File: src/inc/lmx_pkg.sv
/*
  constants for the led matrix host command decoder: register indices,
  command field positions, memory sizes, timing counts and fsm states.
  assumes a 20 MHz system clock.
*/
`default_nettype none
package lmx_pkg;
  // timing
  localparam int CLK_HZ = 20_000_000;
  localparam int CLK_PERIOD_NS = 50;
  localparam int ROW_STEP_NS = 10_000;
  localparam int ROW_STEP_CYC = ROW_STEP_NS / CLK_PERIOD_NS;
  localparam int PLANE_RATE_HZ = 63;
  localparam int PLANE_TICK_CYC = CLK_HZ / PLANE_RATE_HZ;
  localparam int TICKS_PER_SEC = 63;
  localparam logic [3:0] SF_LAST = 4'hb;
  // transmission lengths
  localparam logic [4:0] LEN_IND = 5'h08;
  localparam logic [4:0] LEN_CFG = 5'h10;
  localparam logic [4:0] LEN_DIR = 5'h18;
  localparam logic [4:0] LEN_SAT = 5'h19;
  // 16- and 24-bit command fields
  localparam int CMD_RW = 15;
  localparam int CMD_AI = 14;
  localparam int CMD_GLOB = 13;
  localparam int CMD_RSV = 12;
  localparam int DIR_RW = 23;
  // register indices
  localparam logic [3:0] REG_PANEL = 4'h1;
  localparam logic [3:0] REG_PLANE = 4'h2;
  localparam logic [3:0] REG_RATE = 4'h3;
  localparam logic [3:0] REG_DRV_PTR = 4'h8;
  localparam logic [3:0] REG_DISP_LO = 4'h9;
  localparam logic [3:0] REG_DISP_HI = 4'ha;
  localparam logic [7:0] REG_RST = 8'h00;
  // field positions
  localparam int PNL_COLOR = 0;
  localparam int PNL_PI = 1;
  localparam int PNL_GEO_RED = 2;
  localparam int PNL_GEO_GRN = 3;
  localparam int PLN_AUTO = 6;
  localparam int RATE_SEC = 7;
  // intensity levels
  localparam logic [1:0] LVL_FULL = 2'h3;
  localparam logic [1:0] LVL_HI = 2'h2;
  localparam logic [1:0] LVL_LO = 2'h1;
  localparam int MEM_BYTES = 64;
  localparam int NUM_REGS = 16;
  typedef enum logic {RF_IDLE, RF_PUSH} lmx_rf_state_type;
endpackage
`default_nettype wire
File: src/hdl/lmx_buf2.sv
/*
  two-entry buffer with valid/ready on both sides. flags are flops so the
  valid output needs no logic after it and ready is only the inverted v1_r.
*/
`default_nettype none
module lmx_buf2 #(
  parameter int W = 12
) (
  input wire logic clk_i,
  input wire logic srst_i,
  input wire logic in_valid_i,
  input wire logic [W-1:0] in_data_i,
  output logic in_ready_o,
  output logic out_valid_o,
  output logic [W-1:0] out_data_o,
  input wire logic out_ready_i
);
  logic v0_r, v0_nxt, v1_r, v1_nxt;
  logic [W-1:0] d0_r, d0_nxt, d1_r, d1_nxt;
  logic push, pop;

  assign push = in_valid_i & ~v1_r;
  assign pop = v0_r & out_ready_i;

  always_comb
  begin
    v0_nxt = v0_r;
    v1_nxt = v1_r;
    d0_nxt = d0_r;
    d1_nxt = d1_r;
    if (pop)
    begin
      d0_nxt = d1_r;
      v0_nxt = v1_r;
      v1_nxt = 1'b0;
    end
    if (push)
    begin
      if (pop ? ~v1_r : ~v0_r)
      begin
        d0_nxt = in_data_i;
        v0_nxt = 1'b1;
      end
      else
      begin
        d1_nxt = in_data_i;
        v1_nxt = 1'b1;
      end
    end
  end

  always_ff @(posedge clk_i)
  begin
    if (srst_i)
    begin
      v0_r <= 1'b0;
      v1_r <= 1'b0;
      d0_r <= '0;
      d1_r <= '0;
    end
    else
    begin
      v0_r <= v0_nxt;
      v1_r <= v1_nxt;
      d0_r <= d0_nxt;
      d1_r <= d1_nxt;
    end
  end

  assign in_ready_o = ~v1_r;
  assign out_valid_o = v0_r;
  assign out_data_o = d0_r;
endmodule
`default_nettype wire

File: src/hdl/lmx_frame_mod.sv
/*
  frame modulation: turns 2-bit pixel levels into per-cycle enables over a
  12-cycle super frame. purely combinational; caller supplies the cycle.
*/
`default_nettype none
module lmx_frame_mod (
  input wire logic [3:0] sf_i,
  input wire logic [15:0] level_i,
  input wire logic geo_i,
  output logic [7:0] en_o
);
  logic ph3;
  logic ph4;
  logic even;

  assign ph3 = (sf_i == 4'h1) || (sf_i == 4'h4) || (sf_i == 4'h7) || (sf_i == 4'ha);
  assign ph4 = (sf_i[1:0] == 2'h1);
  assign even = ~sf_i[0];

  genvar i;
  generate
    for (i = 0; i < 8; i++)
    begin : g_pix
      always_comb
      begin
        case (level_i[2*i+1 -: 2])
          lmx_pkg::LVL_FULL: en_o[i] = 1'b1;
          lmx_pkg::LVL_HI: en_o[i] = geo_i ? even : ~ph3;
          lmx_pkg::LVL_LO: en_o[i] = geo_i ? ph4 : ph3;
          default: en_o[i] = 1'b0;
        endcase
      end
    end
  endgenerate
endmodule
`default_nettype wire

File: src/hdl/lmx_host_decode.sv
/*
  host command decoder for one chained led matrix driver: serial receive,
  8/16/24-bit decode, configuration registers, 64-byte display memory,
  plane sequencing and frame-modulated row refresh.
  assumes host pins are synchronous to clk_i and driver_addr_i is the
  address allocated by the chain bus, stable while commands arrive.
*/
// Functional notes
// - super frame enable patterns per level
// - panel layout from intensity and color bits
// - 64 bytes, four or two planes
// - plane chosen by command or auto rate
// - refresh one plane, others stay writable
// - 14-bit panel address shared by drivers
// - host sees contiguous planes, red then green
// - every driver decodes every transmission
// - 8-bit write goes to display pointer
// - 8-bit writes only, pointer auto-increments
// - 16-bit command field layout
// - register write global or pointer-selected
// - register read only from selected driver
// - auto-increment driver pointer after routed command
// - mono 1bpp direct address layout
// - color-pair 1bpp direct address layout
// - 2bpp direct address, plane 0 or 1
// - top bit reads, last byte is data
// - ignore lengths other than 8/16/24
`default_nettype none
module lmx_host_decode #(
  parameter int PLANE_TICK = lmx_pkg::PLANE_TICK_CYC
) (
  input wire logic clk_i,
  input wire logic srst_i,
  input wire logic cs_n_i,
  input wire logic sclk_i,
  input wire logic din_i,
  output logic dout_o,
  output logic dout_oe_o,
  input wire logic [7:0] driver_addr_i,
  output logic [1:0] plane_o,
  output logic [7:0] row_data_o,
  output logic [3:0] row_sel_o,
  output logic row_valid_o,
  input wire logic row_ready_i
);
  ////////////////////////////////////////////////////////////////////////
  logic cs_q_r, sclk_q_r;
  logic [4:0] bits_r, bits_nxt;
  logic [23:0] sh_r, sh_nxt;
  logic [7:0] reg_r [lmx_pkg::NUM_REGS];
  logic [7:0] reg_nxt [lmx_pkg::NUM_REGS];
  logic [7:0] mem_r [lmx_pkg::MEM_BYTES];
  logic [7:0] mem_nxt [lmx_pkg::MEM_BYTES];
  logic rd_act_r, rd_act_nxt;
  logic [7:0] rd_sh_r, rd_sh_nxt;
  logic [2:0] rd_cnt_r, rd_cnt_nxt;
  logic dout_nxt, oe_nxt;
  logic cs_rise, cs_fall, sclk_rise, sclk_fall;
  logic pi, color;
  logic [1:0] plane_r, plane_nxt;

  assign cs_rise = cs_n_i & ~cs_q_r;
  assign cs_fall = ~cs_n_i & cs_q_r;
  assign sclk_rise = sclk_i & ~sclk_q_r;
  assign sclk_fall = ~sclk_i & sclk_q_r;
  assign pi = reg_r[lmx_pkg::REG_PANEL][lmx_pkg::PNL_PI];
  assign color = reg_r[lmx_pkg::REG_PANEL][lmx_pkg::PNL_COLOR];

  // panel address to {hit, local byte}; local layout puts red before green
  function automatic logic [6:0] map_addr(input logic [13:0] a, input logic p,
    input logic c, input logic [7:0] d);
    logic hit;
    logic [5:0] idx;
    begin
      if (!p && !c)
      begin
        hit = (a[11:4] == d);
        idx = {a[13:12], a[3:0]};
      end
      else if (!p)
      begin
        hit = (a[10:3] == d);
        idx = {a[13:12], a[11], a[2:0]};
      end
      else if (!c)
      begin
        hit = (a[12:5] == d);
        idx = {a[13], a[4:0]};
      end
      else
      begin
        hit = (a[11:4] == d);
        idx = {a[13], a[12], a[3:0]};
      end
      return {hit, idx};
    end
  endfunction

  ////////////////////////////////////////////////////////////////////////
  // serial receive, decode, registers and display memory
  logic [13:0] disp_ptr;
  logic [6:0] m;
  logic [3:0] ra;
  logic [7:0] rdv;
  logic sel;

  assign disp_ptr = {reg_r[lmx_pkg::REG_DISP_HI][5:0], reg_r[lmx_pkg::REG_DISP_LO]};
  assign sel = (reg_r[lmx_pkg::REG_DRV_PTR] == driver_addr_i);
  assign ra = sh_r[11:8];

  always_comb
  begin
    rdv = reg_r[ra];
    if (ra == lmx_pkg::REG_PLANE)
    begin
      rdv[5:4] = plane_r;
    end
  end

  always_comb
  begin
    bits_nxt = bits_r;
    sh_nxt = sh_r;
    reg_nxt = reg_r;
    mem_nxt = mem_r;
    rd_act_nxt = rd_act_r;
    rd_sh_nxt = rd_sh_r;
    rd_cnt_nxt = rd_cnt_r;
    dout_nxt = dout_o;
    oe_nxt = dout_oe_o;
    m = '0;
    if (!cs_n_i && sclk_rise)
    begin
      sh_nxt = {sh_r[22:0], din_i};
      if (bits_r != lmx_pkg::LEN_SAT)
      begin
        bits_nxt = bits_r + 5'h01;
      end
    end
    if (cs_fall)
    begin
      bits_nxt = '0;
      rd_act_nxt = 1'b0; // host aborts a readback by lowering select
      oe_nxt = 1'b0;
    end
    else if (rd_act_r && sclk_fall)
    begin
      rd_cnt_nxt = rd_cnt_r + 3'h1;
      rd_sh_nxt = {rd_sh_r[6:0], 1'b0};
      dout_nxt = rd_sh_r[6];
      if (rd_cnt_r == 3'h7)
      begin
        rd_act_nxt = 1'b0;
        oe_nxt = 1'b0;
      end
    end
    // all drivers run the same decode; only content selects who acts
    if (cs_rise)
    begin
      if (bits_r == lmx_pkg::LEN_IND)
      begin
        m = map_addr(disp_ptr, pi, color, driver_addr_i);
        if (m[6])
        begin
          mem_nxt[m[5:0]] = sh_r[7:0];
        end
        {reg_nxt[lmx_pkg::REG_DISP_HI][5:0], reg_nxt[lmx_pkg::REG_DISP_LO]} =
          disp_ptr + 14'h0001;
      end
      else if (bits_r == lmx_pkg::LEN_CFG && !sh_r[lmx_pkg::CMD_RSV])
      begin
        if (sh_r[lmx_pkg::CMD_RW])
        begin
          if (sel)
          begin
            rd_sh_nxt = rdv;
            rd_act_nxt = 1'b1;
            rd_cnt_nxt = '0;
            dout_nxt = rdv[7];
            oe_nxt = 1'b1;
          end
        end
        else if (sh_r[lmx_pkg::CMD_GLOB] || sel)
        begin
          reg_nxt[ra] = sh_r[7:0];
        end
        if ((sh_r[lmx_pkg::CMD_RW] || !sh_r[lmx_pkg::CMD_GLOB]) && sh_r[lmx_pkg::CMD_AI])
        begin
          reg_nxt[lmx_pkg::REG_DRV_PTR] = reg_nxt[lmx_pkg::REG_DRV_PTR] + 8'h01;
        end
      end
      else if (bits_r == lmx_pkg::LEN_DIR)
      begin
        m = map_addr(sh_r[21:8], pi, color, driver_addr_i);
        if (m[6] && sh_r[lmx_pkg::DIR_RW])
        begin
          rd_sh_nxt = mem_r[m[5:0]];
          rd_act_nxt = 1'b1;
          rd_cnt_nxt = '0;
          dout_nxt = mem_r[m[5:0]][7];
          oe_nxt = 1'b1;
        end
        else if (m[6])
        begin
          mem_nxt[m[5:0]] = sh_r[7:0];
        end
      end
    end
  end

  always_ff @(posedge clk_i)
  begin
    if (srst_i)
    begin
      cs_q_r <= 1'b1;
      sclk_q_r <= 1'b0;
      bits_r <= '0;
      sh_r <= '0;
      rd_act_r <= 1'b0;
      rd_sh_r <= '0;
      rd_cnt_r <= '0;
      dout_o <= 1'b0;
      dout_oe_o <= 1'b0;
      for (int i = 0; i < lmx_pkg::NUM_REGS; i++)
      begin
        reg_r[i] <= lmx_pkg::REG_RST;
      end
      for (int i = 0; i < lmx_pkg::MEM_BYTES; i++)
      begin
        mem_r[i] <= '0;
      end
    end
    else
    begin
      cs_q_r <= cs_n_i;
      sclk_q_r <= sclk_i;
      bits_r <= bits_nxt;
      sh_r <= sh_nxt;
      rd_act_r <= rd_act_nxt;
      rd_sh_r <= rd_sh_nxt;
      rd_cnt_r <= rd_cnt_nxt;
      dout_o <= dout_nxt;
      dout_oe_o <= oe_nxt;
      reg_r <= reg_nxt;
      mem_r <= mem_nxt;
    end
  end

  ////////////////////////////////////////////////////////////////////////
  // plane sequencing and row refresh
  lmx_pkg::lmx_rf_state_type st_r, st_nxt;
  logic [18:0] tick_r, tick_nxt;
  logic [5:0] sec_r, sec_nxt, chg_r, chg_nxt;
  logic [7:0] step_r, step_nxt;
  logic [3:0] row_r, row_nxt, sf_r, sf_nxt;
  logic tick, unit_tick, buf_rdy, geo;
  logic [5:0] rate_n;
  logic [15:0] level;
  logic [7:0] en;
  logic [7:0] ctl, rate;

  assign ctl = reg_r[lmx_pkg::REG_PLANE];
  assign rate = reg_r[lmx_pkg::REG_RATE];
  assign tick = (tick_r == 19'(PLANE_TICK - 1));
  assign unit_tick = tick && (!rate[lmx_pkg::RATE_SEC] ||
    sec_r == 6'(lmx_pkg::TICKS_PER_SEC - 1));
  assign rate_n = (rate[5:0] == 6'h00) ? 6'h01 : rate[5:0];

  // refresh reads only the shown plane; host writes reach any plane
  always_comb
  begin
    if (pi)
    begin
      level = {mem_r[{plane_r[0], row_r, 1'b0}], mem_r[{plane_r[0], row_r, 1'b1}]};
    end
    else
    begin
      for (int i = 0; i < 8; i++)
      begin
        level[2*i+1 -: 2] = {2{mem_r[{plane_r, row_r}][i]}};
      end
    end
    geo = (pi && color && row_r[3]) ? reg_r[lmx_pkg::REG_PANEL][lmx_pkg::PNL_GEO_GRN] :
      reg_r[lmx_pkg::REG_PANEL][lmx_pkg::PNL_GEO_RED];
  end

  lmx_frame_mod u_fm (
    .sf_i(sf_r),
    .level_i(level),
    .geo_i(geo),
    .en_o(en)
  );

  always_comb
  begin
    st_nxt = st_r;
    tick_nxt = tick ? '0 : tick_r + 19'h0_0001;
    sec_nxt = sec_r;
    chg_nxt = chg_r;
    plane_nxt = plane_r;
    step_nxt = (step_r == 8'(lmx_pkg::ROW_STEP_CYC - 1)) ? '0 : step_r + 8'h01;
    row_nxt = row_r;
    sf_nxt = sf_r;
    if (tick)
    begin
      sec_nxt = (sec_r == 6'(lmx_pkg::TICKS_PER_SEC - 1)) ? '0 : sec_r + 6'h01;
    end
    if (!ctl[lmx_pkg::PLN_AUTO])
    begin
      plane_nxt = pi ? {1'b0, ctl[0]} : ctl[1:0];
      chg_nxt = '0;
    end
    else if (unit_tick)
    begin
      chg_nxt = chg_r + 6'h01;
      if (chg_nxt >= rate_n)
      begin
        chg_nxt = '0;
        plane_nxt = pi ? {1'b0, ~plane_r[0]} : plane_r + 2'h1;
      end
    end
    case (st_r)
      lmx_pkg::RF_IDLE:
      begin
        if (step_r == '0)
        begin
          st_nxt = lmx_pkg::RF_PUSH;
        end
      end
      default:
      begin
        // a stalled receiver holds the row; steps missed meanwhile are dropped
        if (buf_rdy)
        begin
          st_nxt = lmx_pkg::RF_IDLE;
          row_nxt = row_r + 4'h1;
          if (row_r == 4'hf)
          begin
            sf_nxt = (sf_r == lmx_pkg::SF_LAST) ? '0 : sf_r + 4'h1;
          end
        end
      end
    endcase
  end

  always_ff @(posedge clk_i)
  begin
    if (srst_i)
    begin
      st_r <= lmx_pkg::RF_IDLE;
      tick_r <= '0;
      sec_r <= '0;
      chg_r <= '0;
      plane_r <= '0;
      step_r <= '0;
      row_r <= '0;
      sf_r <= '0;
    end
    else
    begin
      st_r <= st_nxt;
      tick_r <= tick_nxt;
      sec_r <= sec_nxt;
      chg_r <= chg_nxt;
      plane_r <= plane_nxt;
      step_r <= step_nxt;
      row_r <= row_nxt;
      sf_r <= sf_nxt;
    end
  end

  assign plane_o = plane_r;

  lmx_buf2 #(
    .W(12)
  ) u_buf (
    .clk_i(clk_i),
    .srst_i(srst_i),
    .in_valid_i(st_r == lmx_pkg::RF_PUSH),
    .in_data_i({row_r, en}),
    .in_ready_o(buf_rdy),
    .out_valid_o(row_valid_o),
    .out_data_o({row_sel_o, row_data_o}),
    .out_ready_i(row_ready_i)
  );
endmodule
`default_nettype wire

File: config.mk
export PLATFORM = sky130hd
export DESIGN_NAME = lmx_host_decode
export DESIGN_NICKNAME = d
export VERILOG_FILES = /design/src/inc/lmx_pkg.sv /design/src/hdl/lmx_buf2.sv /design/src/hdl/lmx_frame_mod.sv /design/src/hdl/lmx_host_decode.sv
export SDC_FILE = /design/constraint.sdc
export NUM_CORES = 2
export LEC_CHECK = 0
export BUFFER_PORTS_ARGS = -buffer_cell sky130_fd_sc_hd__buf_2
export CAP_MARGIN = 30
export CORE_MARGIN = 5
export CORE_UTILIZATION = 56
export DETAILED_ROUTE_END_ITERATION = 6
export PLACE_DENSITY = 0.72
export SKIP_LAST_GASP = 1
export SYNTH_ARGS = -nofsm -noshare
export SYNTH_HDL_FRONTEND = slang
export SYNTH_HIERARCHICAL = 1
export SYNTH_SLANG_ARGS = --single-unit
File: constraint.sdc
create_clock -name clk_i -period 5.44 [get_ports clk_i]
set_clock_uncertainty 0.1 [all_clocks]
set_input_delay 0.544 -clock clk_i [delete_from_list [all_inputs] [get_ports clk_i]]
set_output_delay 0.544 -clock clk_i [all_outputs]
set_load 0.02 [all_outputs]
==> impl_metrics.prom <==
# TYPE chip_impl_metric gauge
chip_impl_info{name="run_status",value="complete, but fails checks"} 1
chip_impl_info{name="violations",value="design-rule violations"} 1
chip_impl_metric{name="area_growth_syn_to_layout",unit="%"} 7.59
chip_impl_metric{name="detail_route.wirelength",unit="µm"} 147000
chip_impl_metric{name="finalWorstPathRequiredPeriod",unit="ns"} 4.02
chip_impl_metric{name="insertion_delay",unit="ns"} 0.65
chip_impl_metric{name="cts_max_path_buffers",unit=""} 3
chip_impl_metric{name="setup_viol",unit=""} 0
chip_impl_metric{name="fmaxAchievable",unit="MHz"} 249
chip_impl_metric{name="final_min_period_over_clock_period",unit="%"} 73.9
chip_impl_metric{name="ctsHtreeMaxLevel",unit=""} 3
chip_impl_metric{name="die_area",unit="mm²"} 0.0861
chip_impl_info{name="endpoint_kind_of_the_worst_setup_timing_path",value="flop"} 1
chip_impl_info{name="final_common_cell",value="sky130_fd_sc_hd__dfxtp_1"} 1
chip_impl_metric{name="worst_pin_slew",unit="ns"} 1.14
chip_impl_metric{name="rows",unit=""} 104
chip_impl_metric{name="finalHoldViolations",unit=""} 0
chip_impl_metric{name="synth_seq_area_share",unit="%"} 33.7
chip_impl_metric{name="final_layout_size_suffix_gt1_share",unit="%"} 21.3
chip_impl_metric{name="wl_per_cell",unit="µm"} 27.7
chip_impl_metric{name="cts.clk_slew.worst_paths",unit="ns"} 0.06
chip_impl_metric{name="die_h",unit="µm"} 293
chip_impl_metric{name="synthDistinctLibCells",unit=""} 94
chip_impl_metric{name="post_synthesis_instance_total",unit=""} 4381
chip_impl_metric{name="track_usage",unit="%"} 33.2
chip_impl_metric{name="initial_core_util",unit="%"} 56.2
chip_impl_info{name="yosys_most_used_dff",value="sky130_fd_sc_hd__dfxtp_1"} 1
chip_impl_metric{name="ys_async_sr_fraction",unit="%"} 0
chip_impl_metric{name="crit_required",unit="ns"} 5.82
chip_impl_metric{name="relSlewSlack",unit="%"} 23.7
chip_impl_metric{name="ant_nets",unit=""} 0
chip_impl_info{name="cts_tree",value="built"} 1
chip_impl_metric{name="total_number_of_vias",unit=""} 37200
chip_impl_info{name="clk_root_buf",value="sky130_fd_sc_hd__clkbuf_16"} 1
chip_impl_info{name="worst_setup_sp_type",value="flop"} 1
chip_impl_metric{name="detailed_place.area",unit="mm²"} 0.0455
chip_impl_info{name="hold_path_class",value="in2reg"} 1
chip_impl_metric{name="synth_enable_flop_cells",unit=""} 0
chip_impl_info{name="critical_path.cell_chain",value="buf_12 > mux4_2 > mux4_2 > mux2_2 > nand2_1 > nand2_1 > a21o_1 > o21bai_1 > a22o_1 > nor3_1 > a311oi_2"} 1
chip_impl_metric{name="first_iter_violations",unit=""} 4929
chip_impl_metric{name="grt_pass1_wl",unit="µm"} 222000
chip_impl_metric{name="power.density_cell_area",unit="mW/mm²"} 250
chip_impl_metric{name="core_area",unit="mm²"} 0.0800
chip_impl_metric{name="fin_util",unit="%"} 60.5
chip_impl_metric{name="clock_sink_count",unit=""} 758
chip_impl_info{name="netlist_top_cells_area",value="sky130_fd_sc_hd__dfxtp_1 (34%), sky130_fd_sc_hd__mux4_2 (24%), sky130_fd_sc_hd__mux2i_1 (8.5%), sky130_fd_sc_hd__nand2_1 (6.0%), sky130_fd_sc_hd__nand3_1 (3.0%)"} 1
chip_impl_metric{name="critPathArrivalTime",unit="ns"} 4.40
chip_impl_metric{name="ys_ff_latch",unit=""} 758
chip_impl_info{name="path_class",value="reg2reg"} 1
chip_impl_metric{name="cts-resized-gates",unit=""} 0
chip_impl_metric{name="total_power",unit="mW"} 12.1
chip_impl_metric{name="num_io_pins",unit=""} 31
chip_impl_metric{name="port_buffers",unit=""} 30
chip_impl_metric{name="dp_hpwl",unit="µm"} 96900
chip_impl_metric{name="grt.overflow.total",unit=""} 0
chip_impl_metric{name="grt_start_max_net_pins",unit=""} 166
chip_impl_metric{name="post-cts-setup-buffers",unit=""} 0
chip_impl_metric{name="finalWeightedCongestion",unit=""} 0.989
chip_impl_metric{name="antenna_found_initial",unit=""} 6
chip_impl_metric{name="synth.yosys.warnings",unit=""} 6
chip_impl_metric{name="cap_viol_max_count",unit=""} 0
chip_impl_metric{name="synth_top_area_share",unit="%"} 33.7
chip_impl_metric{name="finalNetCount",unit=""} 4209
chip_impl_metric{name="cts_buffers",unit=""} 84
chip_impl_metric{name="synth.cell_area",unit="mm²"} 0.0450
chip_impl_metric{name="path_max_fanout",unit=""} 34
chip_impl_metric{name="first_global_vias",unit=""} 34900
chip_impl_metric{name="net_count_after_synthesis",unit=""} 4416
chip_impl_metric{name="report.final.slew_viol_count",unit=""} 0
chip_impl_metric{name="max-vdd-ir-drop",unit="µV"} 197
chip_impl_metric{name="drcViolationCount",unit=""} 2
chip_impl_metric{name="worst_path_largest_cell_delay",unit="ns"} 0.83
chip_impl_metric{name="postCtsHoldBufs",unit=""} 0
chip_impl_info{name="post-synth-top-area-cell",value="sky130_fd_sc_hd__dfxtp_1"} 1
chip_impl_metric{name="first_pass_iters",unit=""} 7
chip_impl_metric{name="synth.avg_cell_area",unit="µm²"} 10.3
chip_impl_metric{name="final_area",unit="mm²"} 0.0484
chip_impl_info{name="rsz0062_at_grt",value="false"} 1
chip_impl_metric{name="die_width",unit="µm"} 293
chip_impl_metric{name="leakagePower",unit="nW"} 17.3
chip_impl_info{name="timing.critical_path.slowest_stage_cell",value="sky130_fd_sc_hd__dfxtp_4"} 1
chip_impl_metric{name="setup_tns",unit="ns"} 0
chip_impl_info{name="mostFrequentLayoutCells",value="sky130_fd_sc_hd__dfxtp_1 (750), sky130_fd_sc_hd__nand2_1 (706), sky130_fd_sc_hd__mux4_2 (470)"} 1
chip_impl_metric{name="via_count_normalized_by_instance_count",unit=""} 7.01
registers in the layout, indices dropped and copies added (netlist names), 7 cells and up:
| signal | count |
|---|---|
| rate | 8 |
| sh_r | 24 |
| tick_r | 19 |
| u_buf/d1_r | 12 |
| u_buf/out_data_o | 12 |
| reg_r | 96 |
| rd_sh_r | 7 |
| disp_ptr | 14 |
| step_r | 8 |
| mem_r | 512 |
Yosys cell counts (12+ instances only):
| library cell | number |
|---|---|
| sky130_fd_sc_hd__a32oi_1 | 24 |
| sky130_fd_sc_hd__mux2i_1 | 384 |
| sky130_fd_sc_hd__ha_1 | 21 |
| sky130_fd_sc_hd__dfxtp_1 | 758 |
| sky130_fd_sc_hd__o21ai_0 | 166 |
| sky130_fd_sc_hd__inv_1 | 24 |
| sky130_fd_sc_hd__a31oi_1 | 19 |
| sky130_fd_sc_hd__mux4_2 | 470 |
| sky130_fd_sc_hd__buf_2 | 136 |
| sky130_fd_sc_hd__clkbuf_1 | 226 |
| sky130_fd_sc_hd__nor2_1 | 124 |
| sky130_fd_sc_hd__xnor2_1 | 34 |
| sky130_fd_sc_hd__nor3_1 | 46 |
| sky130_fd_sc_hd__and3_1 | 62 |
| sky130_fd_sc_hd__buf_4 | 31 |
| sky130_fd_sc_hd__nor4_1 | 37 |
| sky130_fd_sc_hd__nand2b_1 | 12 |
| sky130_fd_sc_hd__o22ai_1 | 50 |
| sky130_fd_sc_hd__a31oi_4 | 29 |
| sky130_fd_sc_hd__a21oi_1 | 188 |
| sky130_fd_sc_hd__a22oi_1 | 28 |
| sky130_fd_sc_hd__a22o_1 | 15 |
| sky130_fd_sc_hd__a211oi_1 | 14 |
| sky130_fd_sc_hd__o21ai_1 | 73 |
| sky130_fd_sc_hd__nor2b_1 | 37 |
| sky130_fd_sc_hd__nand3_1 | 273 |
| sky130_fd_sc_hd__and2_1 | 12 |
| sky130_fd_sc_hd__mux2_2 | 16 |
| sky130_fd_sc_hd__xor2_1 | 70 |
| sky130_fd_sc_hd__nand2_1 | 714 |
| sky130_fd_sc_hd__buf_1 | 31 |
| sky130_fd_sc_hd__nand4_1 | 28 |
| sky130_fd_sc_hd__buf_6 | 18 |
per-stage QoR:
stage          instances  setup slack (ns)  hold WS (ns)
2_1_floorplan       4381              2.00         0.326
3_3_place_gp        5143              1.47         0.335
3_5_place_dp        5144              1.49         0.344
4_1_cts             5298              1.48        0.0197
5_1_grt             5302              1.26        0.0715
6_report            5305              1.42        0.0414
cells by family (layout without fill, tap and decap cells):
| group | Yosys count | count (layout) | share of synthesized area, % |
|---|---|---|---|
| buffers and inverters | 467 | 328 | 4.83 |
| adders and majority gates | 21 | 21 | 0.584 |
| xor gates and xnor gates | 104 | 104 | 2.03 |
| muxes | 874 | 874 | 32.6 |
| AOI/OAI and AO/OA | 735 | 735 | 11.3 |
| DFF | 758 | 758 | 33.7 |
| other | 0 | 3 | 0 |
| and+or+nand+nor | 1422 | 1422 | 14.9 |
routing by layer:
layer	global-route usage, %	up-vias	share of wire (%)
li1	-	16000	-
met1	44.2	18300	37
met2	49.7	2349	44
met3	8.96	510	13
met4	18.2	6	6.5
met5	0	-	0.025
power by group:
group | internal, mW | leakage (nW) | switching, mW
registers | 5.57 | 6.11 | 0.0462
logic | 0.241 | 9.82 | 0.373
clock network | 3.47 | 1.38 | 2.41
worst max-delay path: cells and delay by family, from the launching register on:
kind	cells	cell delay (ns)
AOI/OAI and AO/OA	4	0.63
buffers and inverters	1	0.34
DFF	1	0.83
muxes	3	1.38
and+or+nand+nor	3	0.49
path summary, 6_finish.rpt:
kind,from,endpoint,slack [ns],cells after the start
worst max-delay path,row_r[0]$_SDFFE_PP0P_,u_buf/out_data_o[7]$_SDFF_PP0_,1.42,11
worst max register to register,row_r[0]$_SDFFE_PP0P_,u_buf/out_data_o[7]$_SDFF_PP0_,1.42,11
worst min-delay path,din_i,sh_r[0]$_SDFFE_PP0P_,0.04,3
worst min register to register,reg_r[18]$_SDFFE_PP0P_,reg_r[18]$_SDFFE_PP0P_,0.35,2
layout make-up:
| type | instances | area [µm²] |
|---|---|---|
| timing repair buffer | 149 | 1210 |
| tap | 1060 | 1330 |
| fill | 6446 | 31600 |
| clock inverter | 31 | 350 |
| multi-input combinational | 3156 | 27700 |
| inverter | 25 | 101 |
| clock buffer | 123 | 2490 |
| antenna | 3 | 7.51 |
| sequential | 758 | 15200 |
Power figures use the tool's default switching activity.
